<file path="config.mk">
export PLATFORM = sky130hd
export DESIGN_NAME = ufi_top
export DESIGN_NICKNAME = d
export VERILOG_FILES = /design/src/design/ufi_pkg.sv /design/src/design/ufi_top.sv
export VERILOG_INCLUDE_DIRS = /design/src /design/src/design
export SDC_FILE = /design/constraint.sdc
export NUM_CORES = 1
export LEC_CHECK = 0
export ABC_AREA = 1
export BUFFER_PORTS_ARGS = -buffer_cell sky130_fd_sc_hd__buf_4
export CORE_UTILIZATION = 52
export CTS_CLUSTER_DIAMETER = 100
export DETAILED_ROUTE_END_ITERATION = 12
export HOLD_SLACK_MARGIN = 0.12
export PLACE_DENSITY = 0.85
export SETUP_SLACK_MARGIN = 0.3
export SLEW_MARGIN = 20
export SYNTH_ARGS = -nofsm -noshare
export SYNTH_HDL_FRONTEND = slang
export SYNTH_SLANG_ARGS = --single-unit
</file>
<file path="constraint.sdc">
create_clock -name clk_i -period 2.6 [get_ports clk_i]
set_clock_uncertainty 0.1 [all_clocks]
set_input_delay 0.52 -clock clk_i [delete_from_list [all_inputs] [get_ports clk_i]]
set_output_delay 0.52 -clock clk_i [all_outputs]
set_load 0.05 [all_outputs]
</file>
<file path="src/design/ufi_consts.svh">
// constants for the fifo control and interrupt identification block
// assumes a 32-bit avalon-mm slave with byte addresses
`ifndef UFI_CONSTS_SVH
`define UFI_CONSTS_SVH

// register byte offsets
`define UFI_ADDR_FIFO_CONTROL 5'h00
`define UFI_ADDR_INT_STATUS 5'h04
`define UFI_ADDR_EVT_STATUS 5'h08
`define UFI_ADDR_EVT_CLEAR 5'h0C
`define UFI_ADDR_EVT_ENABLE 5'h10
`define UFI_ADDR_FIFO_STATE 5'h14

// fifo control field positions
`define UFI_FC_ENABLE 0
`define UFI_FC_RX_RESET 1
`define UFI_FC_TX_TRIG_LO 4
`define UFI_FC_RX_TRIG_LO 6

// trigger levels in bytes, by code 0..3
`define UFI_RX_TRIG_0 6'h08
`define UFI_RX_TRIG_1 6'h10
`define UFI_RX_TRIG_2 6'h18
`define UFI_RX_TRIG_3 6'h1C
`define UFI_TX_TRIG_0 6'h10
`define UFI_TX_TRIG_1 6'h08
`define UFI_TX_TRIG_2 6'h18
`define UFI_TX_TRIG_3 6'h1E

// interrupt status codes, bits 5:0
`define UFI_IS_LINE 6'h06
`define UFI_IS_RX_DATA 6'h04
`define UFI_IS_RX_TIMEOUT 6'h0C
`define UFI_IS_TX_EMPTY 6'h02
`define UFI_IS_MODEM 6'h00
`define UFI_IS_XOFF 6'h10
`define UFI_IS_CTS_RTS 6'h20
`define UFI_IS_NONE 6'h01

// reset values
`define UFI_RST_TRIG 2'h0
`define UFI_RST_EVT 7'h00

`endif

</file>
<file path="src/design/ufi_pkg.sv">
// types for the fifo control and interrupt identification block
// assumes ufi_consts.svh supplies the numeric constants
package ufi_pkg;
    // bus slave states, one-hot
    typedef enum logic [1:0] {
        UFI_ST_IDLE = 2'b01,
        UFI_ST_ACK = 2'b10
    } ufi_bus_state_t;
    // one bit per interrupt source, bit 0 highest priority
    typedef logic [6:0] ufi_src_t;
    typedef logic [1:0] ufi_trig_code_t;
endpackage : ufi_pkg

</file>
<file path="src/design/ufi_top.sv">
// fifo control and prioritised interrupt identification for one serial channel
// assumes fifo counts and source levels come from logic on clk_i
`timescale 1ns/1ps
`default_nettype none
`include "ufi_consts.svh"

module ufi_top #(
    parameter int COUNT_W = 6
) (
    // clock and reset
    input wire logic clk_i,
    input wire logic rst_n_i,
    // avalon-mm slave
    input wire logic [4:0] avs_address_i,
    input wire logic avs_read_i,
    input wire logic avs_write_i,
    input wire logic [31:0] avs_writedata_i,
    input wire logic [3:0] avs_byteenable_i,
    output logic [31:0] avs_readdata_o,
    output logic avs_waitrequest_o,
    // fifo side
    input wire logic [COUNT_W-1:0] rx_count_i,
    input wire logic [COUNT_W-1:0] tx_count_i,
    output logic fifo_enable_o,
    output logic rx_fifo_reset_o,
    output logic [COUNT_W-1:0] rx_trigger_level_o,
    output logic [COUNT_W-1:0] tx_trigger_level_o,
    // interrupt source levels
    input wire logic receiver_line_status_i,
    input wire logic rx_timeout_i,
    input wire logic modem_status_i,
    input wire logic xoff_char_i,
    input wire logic cts_rts_change_i,
    // interrupt output
    output logic interrupt_status_valid_o,
    output logic irq_o
);
    import ufi_pkg::*;

    logic rst_ff1;
    logic rst_n;
    ufi_bus_state_t bus_state;
    ufi_trig_code_t rx_trig_code;
    ufi_trig_code_t tx_trig_code;
    ufi_src_t src_now;
    ufi_src_t src_q;
    ufi_src_t evt_status;
    ufi_src_t evt_enable;
    ufi_src_t next_evt_status;
    ufi_src_t next_evt_enable;
    logic [7:0] interrupt_status;
    logic [5:0] next_code;
    logic bus_take;
    logic wr_lane0;
    logic fc_write;
    logic rx_pending;
    logic tx_pending;

    // rx trigger decode, used by the level output and the checks
    function automatic logic [5:0] rx_level(input ufi_trig_code_t code);
        case (code)
            2'h0: rx_level = `UFI_RX_TRIG_0;
            2'h1: rx_level = `UFI_RX_TRIG_1;
            2'h2: rx_level = `UFI_RX_TRIG_2;
            2'h3: rx_level = `UFI_RX_TRIG_3;
            default: rx_level = `UFI_RX_TRIG_0;
        endcase
    endfunction : rx_level

    // tx trigger decode
    function automatic logic [5:0] tx_level(input ufi_trig_code_t code);
        case (code)
            2'h0: tx_level = `UFI_TX_TRIG_0;
            2'h1: tx_level = `UFI_TX_TRIG_1;
            2'h2: tx_level = `UFI_TX_TRIG_2;
            2'h3: tx_level = `UFI_TX_TRIG_3;
            default: tx_level = `UFI_TX_TRIG_0;
        endcase
    endfunction : tx_level

    // reset release through two flops, assertion stays asynchronous
    always_ff @(posedge clk_i or negedge rst_n_i) begin
        if (!rst_n_i) begin
            rst_ff1 <= 1'b0;
            rst_n <= 1'b0;
        end else begin
            rst_ff1 <= 1'b1;
            rst_n <= rst_ff1;
        end
    end

    // bus handshake: one wait cycle, request taken when waitrequest is low
    assign bus_take = (avs_read_i | avs_write_i) & ~avs_waitrequest_o;
    assign wr_lane0 = bus_take & avs_write_i & avs_byteenable_i[0];
    assign fc_write = wr_lane0 & (avs_address_i == `UFI_ADDR_FIFO_CONTROL);

    always_ff @(posedge clk_i or negedge rst_n) begin
        if (!rst_n) begin
            bus_state <= UFI_ST_IDLE;
            avs_waitrequest_o <= 1'b1;
        end else begin
            case (bus_state)
                UFI_ST_IDLE: begin
                    if (avs_read_i | avs_write_i) begin
                        bus_state <= UFI_ST_ACK;
                        avs_waitrequest_o <= 1'b0;
                    end
                end
                UFI_ST_ACK: begin
                    bus_state <= UFI_ST_IDLE;
                    avs_waitrequest_o <= 1'b1;
                end
                default: begin
                    bus_state <= UFI_ST_IDLE;
                    avs_waitrequest_o <= 1'b1;
                end
            endcase
        end
    end

    // read data loaded as waitrequest drops, stands at the taking edge
    always_ff @(posedge clk_i or negedge rst_n) begin
        if (!rst_n) begin
            avs_readdata_o <= 32'h0000_0000;
        end else if (bus_state == UFI_ST_IDLE && avs_read_i) begin
            case (avs_address_i)
                `UFI_ADDR_INT_STATUS: avs_readdata_o <= {24'h00_0000, interrupt_status};
                `UFI_ADDR_EVT_STATUS: avs_readdata_o <= {25'h000_0000, evt_status};
                `UFI_ADDR_EVT_ENABLE: avs_readdata_o <= {25'h000_0000, evt_enable};
                `UFI_ADDR_FIFO_STATE: avs_readdata_o <= {24'h00_0000, rx_trig_code, tx_trig_code,
                                                         2'h0, rx_fifo_reset_o, fifo_enable_o};
                // fifo control and event clear are write-only, unmapped reads zero
                default: avs_readdata_o <= 32'h0000_0000;
            endcase
        end
    end

    // fifo enable follows every fifo control write
    always_ff @(posedge clk_i or negedge rst_n) begin
        if (!rst_n) begin
            fifo_enable_o <= 1'b0;
        end else if (fc_write) begin
            fifo_enable_o <= avs_writedata_i[`UFI_FC_ENABLE];
        end
    end

    // trigger fields held unless the same write enables the fifos
    always_ff @(posedge clk_i or negedge rst_n) begin
        if (!rst_n) begin
            rx_trig_code <= `UFI_RST_TRIG;
            tx_trig_code <= `UFI_RST_TRIG;
        end else if (fc_write && avs_writedata_i[`UFI_FC_ENABLE]) begin
            rx_trig_code <= avs_writedata_i[`UFI_FC_RX_TRIG_LO +: 2];
            tx_trig_code <= avs_writedata_i[`UFI_FC_TX_TRIG_LO +: 2];
        end
    end

    // trigger levels to the fifos, registered
    always_ff @(posedge clk_i or negedge rst_n) begin
        if (!rst_n) begin
            rx_trigger_level_o <= COUNT_W'(`UFI_RX_TRIG_0);
            tx_trigger_level_o <= COUNT_W'(`UFI_TX_TRIG_0);
        end else begin
            rx_trigger_level_o <= COUNT_W'(rx_level(rx_trig_code));
            tx_trigger_level_o <= COUNT_W'(tx_level(tx_trig_code));
        end
    end

    // receive fifo reset: one-cycle pulse, the fifo clears in that cycle
    always_ff @(posedge clk_i or negedge rst_n) begin
        if (!rst_n) begin
            rx_fifo_reset_o <= 1'b0;
        end else begin
            rx_fifo_reset_o <= fc_write & avs_writedata_i[`UFI_FC_ENABLE] & avs_writedata_i[`UFI_FC_RX_RESET];
        end
    end

    // source levels; with fifos off a single character or empty holding register counts
    assign rx_pending = fifo_enable_o ? (rx_count_i >= rx_trigger_level_o)
                                      : (rx_count_i != '0);
    assign tx_pending = fifo_enable_o ? (tx_count_i < tx_trigger_level_o)
                                      : (tx_count_i == '0);
    assign src_now = {cts_rts_change_i, xoff_char_i, modem_status_i, tx_pending,
                      rx_timeout_i, rx_pending, receiver_line_status_i};

    // priority encoder, first match wins so lower levels stay hidden
    always_comb begin
        next_code = `UFI_IS_NONE;
        if (src_now[0]) begin
            next_code = `UFI_IS_LINE;
        end else if (src_now[2]) begin
            next_code = `UFI_IS_RX_TIMEOUT;
        end else if (src_now[1]) begin
            next_code = `UFI_IS_RX_DATA;
        end else if (src_now[3]) begin
            next_code = `UFI_IS_TX_EMPTY;
        end else if (src_now[4]) begin
            next_code = `UFI_IS_MODEM;
        end else if (src_now[5]) begin
            next_code = `UFI_IS_XOFF;
        end else if (src_now[6]) begin
            next_code = `UFI_IS_CTS_RTS;
        end
    end

    // interrupt status, one cycle behind the sources; bits 7:6 mirror fifo enable
    always_ff @(posedge clk_i or negedge rst_n) begin
        if (!rst_n) begin
            interrupt_status <= {2'h0, `UFI_IS_NONE};
            interrupt_status_valid_o <= 1'b0;
        end else begin
            interrupt_status <= {{2{fifo_enable_o}}, next_code};
            interrupt_status_valid_o <= ~next_code[0];
        end
    end

    // sticky events on rising source levels; a set beats a clear in the same cycle
    always_comb begin
        next_evt_status = evt_status;
        next_evt_enable = evt_enable;
        if (wr_lane0 && avs_address_i == `UFI_ADDR_EVT_CLEAR) begin
            next_evt_status = evt_status & ~avs_writedata_i[6:0];
        end
        if (wr_lane0 && avs_address_i == `UFI_ADDR_EVT_ENABLE) begin
            next_evt_enable = avs_writedata_i[6:0];
        end
        next_evt_status = next_evt_status | (src_now & ~src_q);
    end

    // event registers and interrupt line
    always_ff @(posedge clk_i or negedge rst_n) begin
        if (!rst_n) begin
            src_q <= `UFI_RST_EVT;
            evt_status <= `UFI_RST_EVT;
            evt_enable <= `UFI_RST_EVT;
            irq_o <= 1'b0;
        end else begin
            src_q <= src_now;
            evt_status <= next_evt_status;
            evt_enable <= next_evt_enable;
            irq_o <= |(next_evt_status & next_evt_enable);
        end
    end
endmodule : ufi_top

`default_nettype wire

</file>
# After elaboration in Yosys (flattened, before gate mapping)
# Cells that the tools add are included.
[op_classes]
muxes = 18
order_cmp = 2
eq_ne = 13
bitwise = 15
reduce_logical = 10
[op_table]
columns = ["cell", "count"]
rows = [
  ["6-bit one-hot mux with 4 select lines", 2],
  ["6-bit 2-to-1 mux", 7],
  ["8-bit one-hot mux with 4 select lines", 1],
  ["7-bit bitwise AND", 3],
  ["7-bit 2-to-1 mux", 2],
  ["7-bit inverter", 2],
  ["5-bit by 4-bit == test with 1-bit output, second input constant", 2],
  ["5-bit == test, second input constant", 2],
  ["2-bit == test, second input constant", 4],
  ["7-bit OR", 1],
  ["7-bit OR reduction", 1],
  ["1-bit bitwise AND", 6],
  ["2-bit by 1-bit == test with 1-bit output, second input constant", 3],
  ["6-bit greater-or-equal comparator", 1],
  ["6-bit logical NOT", 1],
  ["6-bit less-than comparator", 1],
  ["6-bit nonzero test", 1],
  ["5-bit by 3-bit == test with 1-bit output, second input constant", 1],
  ["5-bit logical NOT", 1],
  ["1-bit logical AND", 4],
  ["2-bit logical NOT", 2],
  ["1-bit 2-to-1 mux", 4],
  ["2-bit 2-to-1 mux", 2],
  ["2-bit != test, second input constant", 1],
  ["2 further kinds", 3],
]
[word_totals]
output_inout_bits = 49
reg_bits = 85

# Logic depth before layout (Yosys ltp)
[depth]
depth_word = 9
ltp_mapped = 13
mapped_depth_nobuf = 13

# Worst setup path before layout
# Ideal clock, no wire load.
[synth_path]
kind = "register to register"
startpoint = "register rx_trigger_level_o[3]"
endpoint = "register irq_o"
stages_incl_launch_ff = 13
n_path_buf = 0
path_slack_ps = 770
period_less_slack_ps = 1830
t_arrival_ps = 1603
setup_ps = 127
cell_sequence = "dfstp_2 -> inv_1 -> ha_1 -> nand2_1 -> nand2_1 -> nand2_1 -> nand3_1 -> nand2_1 -> nand2_1 -> nand2_1 -> nand2_1 -> nand2_1 -> nand3_1"
[synth_via]
elab_chain_len = 6
[synth_lines]
columns = ["element", "line_no", "rtl"]
rows = [
  ["start, declared", "ufi_top.sv:26", "output logic [COUNT_W-1:0] rx_trigger_level_o,"],
  ["start signal, assigned", "ufi_top.sv:161", "rx_trigger_level_o <= COUNT_W'(`UFI_RX_TRIG_0);"],
  ["start signal, assigned", "ufi_top.sv:164", "rx_trigger_level_o <= COUNT_W'(rx_level(rx_trig_code));"],
  ["6-bit greater-or-equal comparator", "ufi_top.sv:179", "assign rx_pending = fifo_enable_o ? (rx_count_i >= rx_trigger_level_o)"],
  ["1-bit 2-to-1 mux", "ufi_top.sv:179", ""],
  ["via rx_pending", "ufi_top.sv:56", "logic rx_pending;"],
  ["7-bit bitwise AND", "ufi_top.sv:227", "next_evt_status = next_evt_status | (src_now & ~src_q);"],
  ["7-bit OR", "ufi_top.sv:227", ""],
  ["via next_evt_status[1]", "ufi_top.sv:49", "ufi_src_t next_evt_status;"],
  ["7-bit bitwise AND", "ufi_top.sv:241", "irq_o <= |(next_evt_status & next_evt_enable);"],
  ["7-bit OR reduction", "ufi_top.sv:241", ""],
  ["end signal, assigned", "ufi_top.sv:241", ""],
  ["end, declared", "ufi_top.sv:36", "output logic irq_o"],
]
# The timed path passes the listed nets, and every way through them passes these cells.
# A chain may end at the register's enable or synchronous reset.

# Worst setup path after layout
[layout_path]
startpoint = "register rx_trigger_level_o[3]"
endpoint = "register interrupt_status_valid_o"
[layout_via]
elab_chain_len = 6
[layout_lines]
columns = ["element", "line_no", "rtl"]
rows = [
  ["6-bit greater-or-equal comparator", "ufi_top.sv:179", ""],
  ["1-bit 2-to-1 mux", "ufi_top.sv:179", ""],
  ["6-bit 2-to-1 mux", "ufi_top.sv:193", "end else if (src_now[1]) begin"],
  ["6-bit 2-to-1 mux", "ufi_top.sv:191", "end else if (src_now[2]) begin"],
  ["6-bit 2-to-1 mux", "ufi_top.sv:189", "if (src_now[0]) begin"],
  ["1-bit inverter", "ufi_top.sv:213", "interrupt_status_valid_o <= ~next_code[0];"],
  ["end signal, assigned", "ufi_top.sv:213", ""],
  ["end, declared", "ufi_top.sv:35", "output logic interrupt_status_valid_o,"],
]
# Every way passes these cells.

==> summary.md <==
| Metric | Value |
|---|---|
| Crit path DAT | 1970 ps |
| Multi-input logic area | 1050 sq um |
| Final non-filler cell total | 456 |
| Net switching power | 739 uW |
| Worst slew margin | 0.649 |
| HPWL after DPL | 4.52 mm |
| Avg WL per Cell | 12.4 microns |
| Grt peak-use layer | met2 |
| Top_reg_cell synth | dfrtp_1 |
| Nets | between 400 and 500 |
| Buffers on Ports | 54 |
| Number of flops mapped to enable cells by yosys | 0 |
| H-Tree Depth | 2 |
| Grt total ovfl | 0 |
| Synth warn | 0 |
| Storage cell area | 1360 sq um |
| Vias in the first global route | approximately 2200 |
| Slew Viols, Final | 0 |
| Maximum ir drop on the vdd rail | between 0.5 and 0.6 mV |
| GRT Total Usage | 0.236 |
| Post-synthesis sequential area ratio | 0.502 |
| RSZ-0062 raised after global routing | false |
| Layout area overhead | 18.9% |
| Drt first pass iters | 4 |
| Fin Setup TNS | 0 ps |
| Cell Area, Synth | 2700 sq um |
| GR Layer Usage met2 | 0.438 |
| PnR worst setup slack | 729 ps |
| Clock-pin slew on the worst setup and hold paths | 90 ps |
| Initial Util | 0.557 |
| Status | complete, no violations |
| Clock power frac | 0.267 |
| Gpl congestion | between 0.9 and 1 |
| Synth Instances | roughly 330 |
| CTS Root Buffer Type | clkbuf_8 |
| Comb pwr share | 0.266 |
| Final min period | 1870 ps |
| Die Span X | 74.1 microns |
| Util after Layout | 0.662 |
| Vias | between 2000 and 2500 |
| Met3 usage | 0.0610 |
| Share of layout cells above drive strength 1 | 0.229 |
| Number of synthesized register bits | 54 |
| Most common cell after layout, fill and taps aside | nand2_1 |
| Crit start category | flop |
| Critical Path End Type | flop |
| Commonest non-fill, non-tap cells in the layout | nand2_1, buf_4, dfrtp_1 |
| Initial DRC Count | 138 |
| Pleak | 0.00176 uW |
| Clock sink count | between 50 and 60 |
| First-pass GRT wire length | 9.54 mm |
| Switching Fraction | 0.352 |
| Ys async rst share | 1.00 |
| Int Pwr | approximately 1400 uW |
| GR Util met1 | 0.261 |
| Post-synth cell types | 28 |
| Height of the chip | 74.1 microns |
| Post-Syn Area per Cell | 8.29 sq um |
| Clk_lat worst skew | approximately 310 ps |
| Max Freq | 0.534 GHz |
| Vias/cell | 4.70 |
| Drt drc | 0 |
| TritonCTS Buffers | 5 |
| Pre-CTS setup slack | 644 ps |
| # setup viols final | 0 |
| Hold/Removal Path Class | flop to async pin |
| Sequential share of power | 0.467 |
| # fillers | 405 |
| Die area | 5490 sq um |
| Max clock buf depth | 2 |
| Top fanout value on the critical path | 4 |
| CTS tree | done |
| Worst-margin pin slew | between 500 and 600 ps |
| CP Class | flop to flop |
| FP Rows | 25 |
| Core area | 4850 sq um |
| Power per cell area | approximately 650 nW/um^2 |
| Pin count of the biggest net entering global routing | 26 |
| IO Pins | 111 |
| Initial antenna violation count | 0 |
| DRT antenna net count | 0 |
| ANT cells | 0 |
| Final Hold Viols | 0 |
| # resized after CTS | 0 |
| Post CTS Setup Buffer Count | 0 |
| Dpl cells | between 400 and 500 |
| Final WL | 5.66 mm |
| CP required | approximately 2700 ps |
| Tcrit/Tclk final | 0.720 |
| Max_cap viols | 0 |
| Flop-to-flop setup slack | 730 ps |
[power by group through the flow]
| stage | sequential (uW) | clock, uW | combinational, uW |
|---|---|---|---|
| final | 980 | 560 | 559 |
| after global routing | 989 | 602 | 608 |
| after CTS | 980 | 568 | 561 |
| after detailed placement | 996 | 0 | 557 |
| after global placement | 994 | 0 | 542 |
| after floorplan | 1120 | 0 | 293 |
[kinds of logic (layout without fill, tap and decap cells)]
kind of cell | Yosys count | count (layout) | synth area share
compound gates | 25 | 25 | 0.0528
fa+ha+maj | 6 | 6 | 0.0278
buf+inv | 77 | 112 | 0.149
flops | 54 | 54 | 0.502
mux | 1 | 1 | 0.00417
other cells | 2 | 30 | 0.00278
simple gates | 161 | 161 | 0.262
[state kept, by name, indices dropped and copies added (netlist names), 2 cells and up]
| signal | cells |
|---|---|
| avs_readdata_o | 8 |
| evt_enable | 7 |
| evt_status | 7 |
| interrupt_status | 7 |
| src_q | 7 |
| rx_trigger_level_o | 3 |
| tx_trigger_level_o | 3 |
| bus_state | 2 |
| rx_trig_code | 2 |
| tx_trig_code | 2 |
[critical path, cell delays in order, from the launching register on]
cell and delay, ps:
dfstp_2 540, inv_1 40, ha_1 280, nand2_1 70, nand2_1 50, nand2_1 50
nand3_1 90, nand2_1 130, nand4_1 190, nor2_1 140, nand2_1 80
[per-stage QoR]
step / power, uW / instance area, sq um / hold slack, ps
floorplan: 1410 / 2810 / 124
global placement: 1540 / 3090 / 163
detailed placement: 1550 / 3090 / 166
CTS: 2110 / 3210 / 175
global route: 2200 / 3210 / 200
finish: 2100 / 3210 / 152
[Yosys cell counts, drive strengths merged (2+ instances only)]
cell     instances  area, sq um
conb             2         7.51
o21ai           14         73.8
inv             46          173
dfstp            4          105
nor2            27          131
nand3           15         75.1
buf             30          225
a21oi            7         35.0
o2111ai          2         17.5
nand2          107          417
dfrtp           50         1250
or2              5         31.3
nor3             3         25.0
ha               6         75.1
nand4            2         12.5
nand3b           2         15.0
[what timing repair did]
| action | 4_1_cts | 5_1_grt |
|---|---|---|
| setup endpoints to repair | 0 | 0 |
| hold buffers | 1 | 0 |
| endpoints found under the hold margin | 2 | 0 |
[layout make-up]
| class | instances | share of cell area |
|---|---|---|
| multi-input combinational | 223 | 0.327 |
| sequential | 54 | 0.423 |
| clock buffer | 5 | 0.0214 |
| clock inverter | 3 | 0.0140 |
| timing repair buffer | 57 | 0.134 |
| tap | 67 | 0.0261 |
| inverter | 47 | 0.0549 |
[worst paths after layout]
kind / from / end / cells past startpoint
max: rx_trigger_level_o[3] / interrupt_status_valid_o / 10
min: rst_n / src_q[1] / 0
max reg2reg: rx_trigger_level_o[3] / interrupt_status_valid_o / 10
min reg2reg: rst_n / src_q[1] / 0
max in group asynchronous: rst_n / tx_trigger_level_o[4] / 1
min in group clk_i: rx_timeout_i / src_q[2] / 1
[per-layer routing]
metal  routed length, microns  share of wire
met4                       84          0.015
met3                      382          0.067
met5                        0              0
met1                     2200           0.39
met2                     3000           0.53
Power figures use the tool's default switching activity.
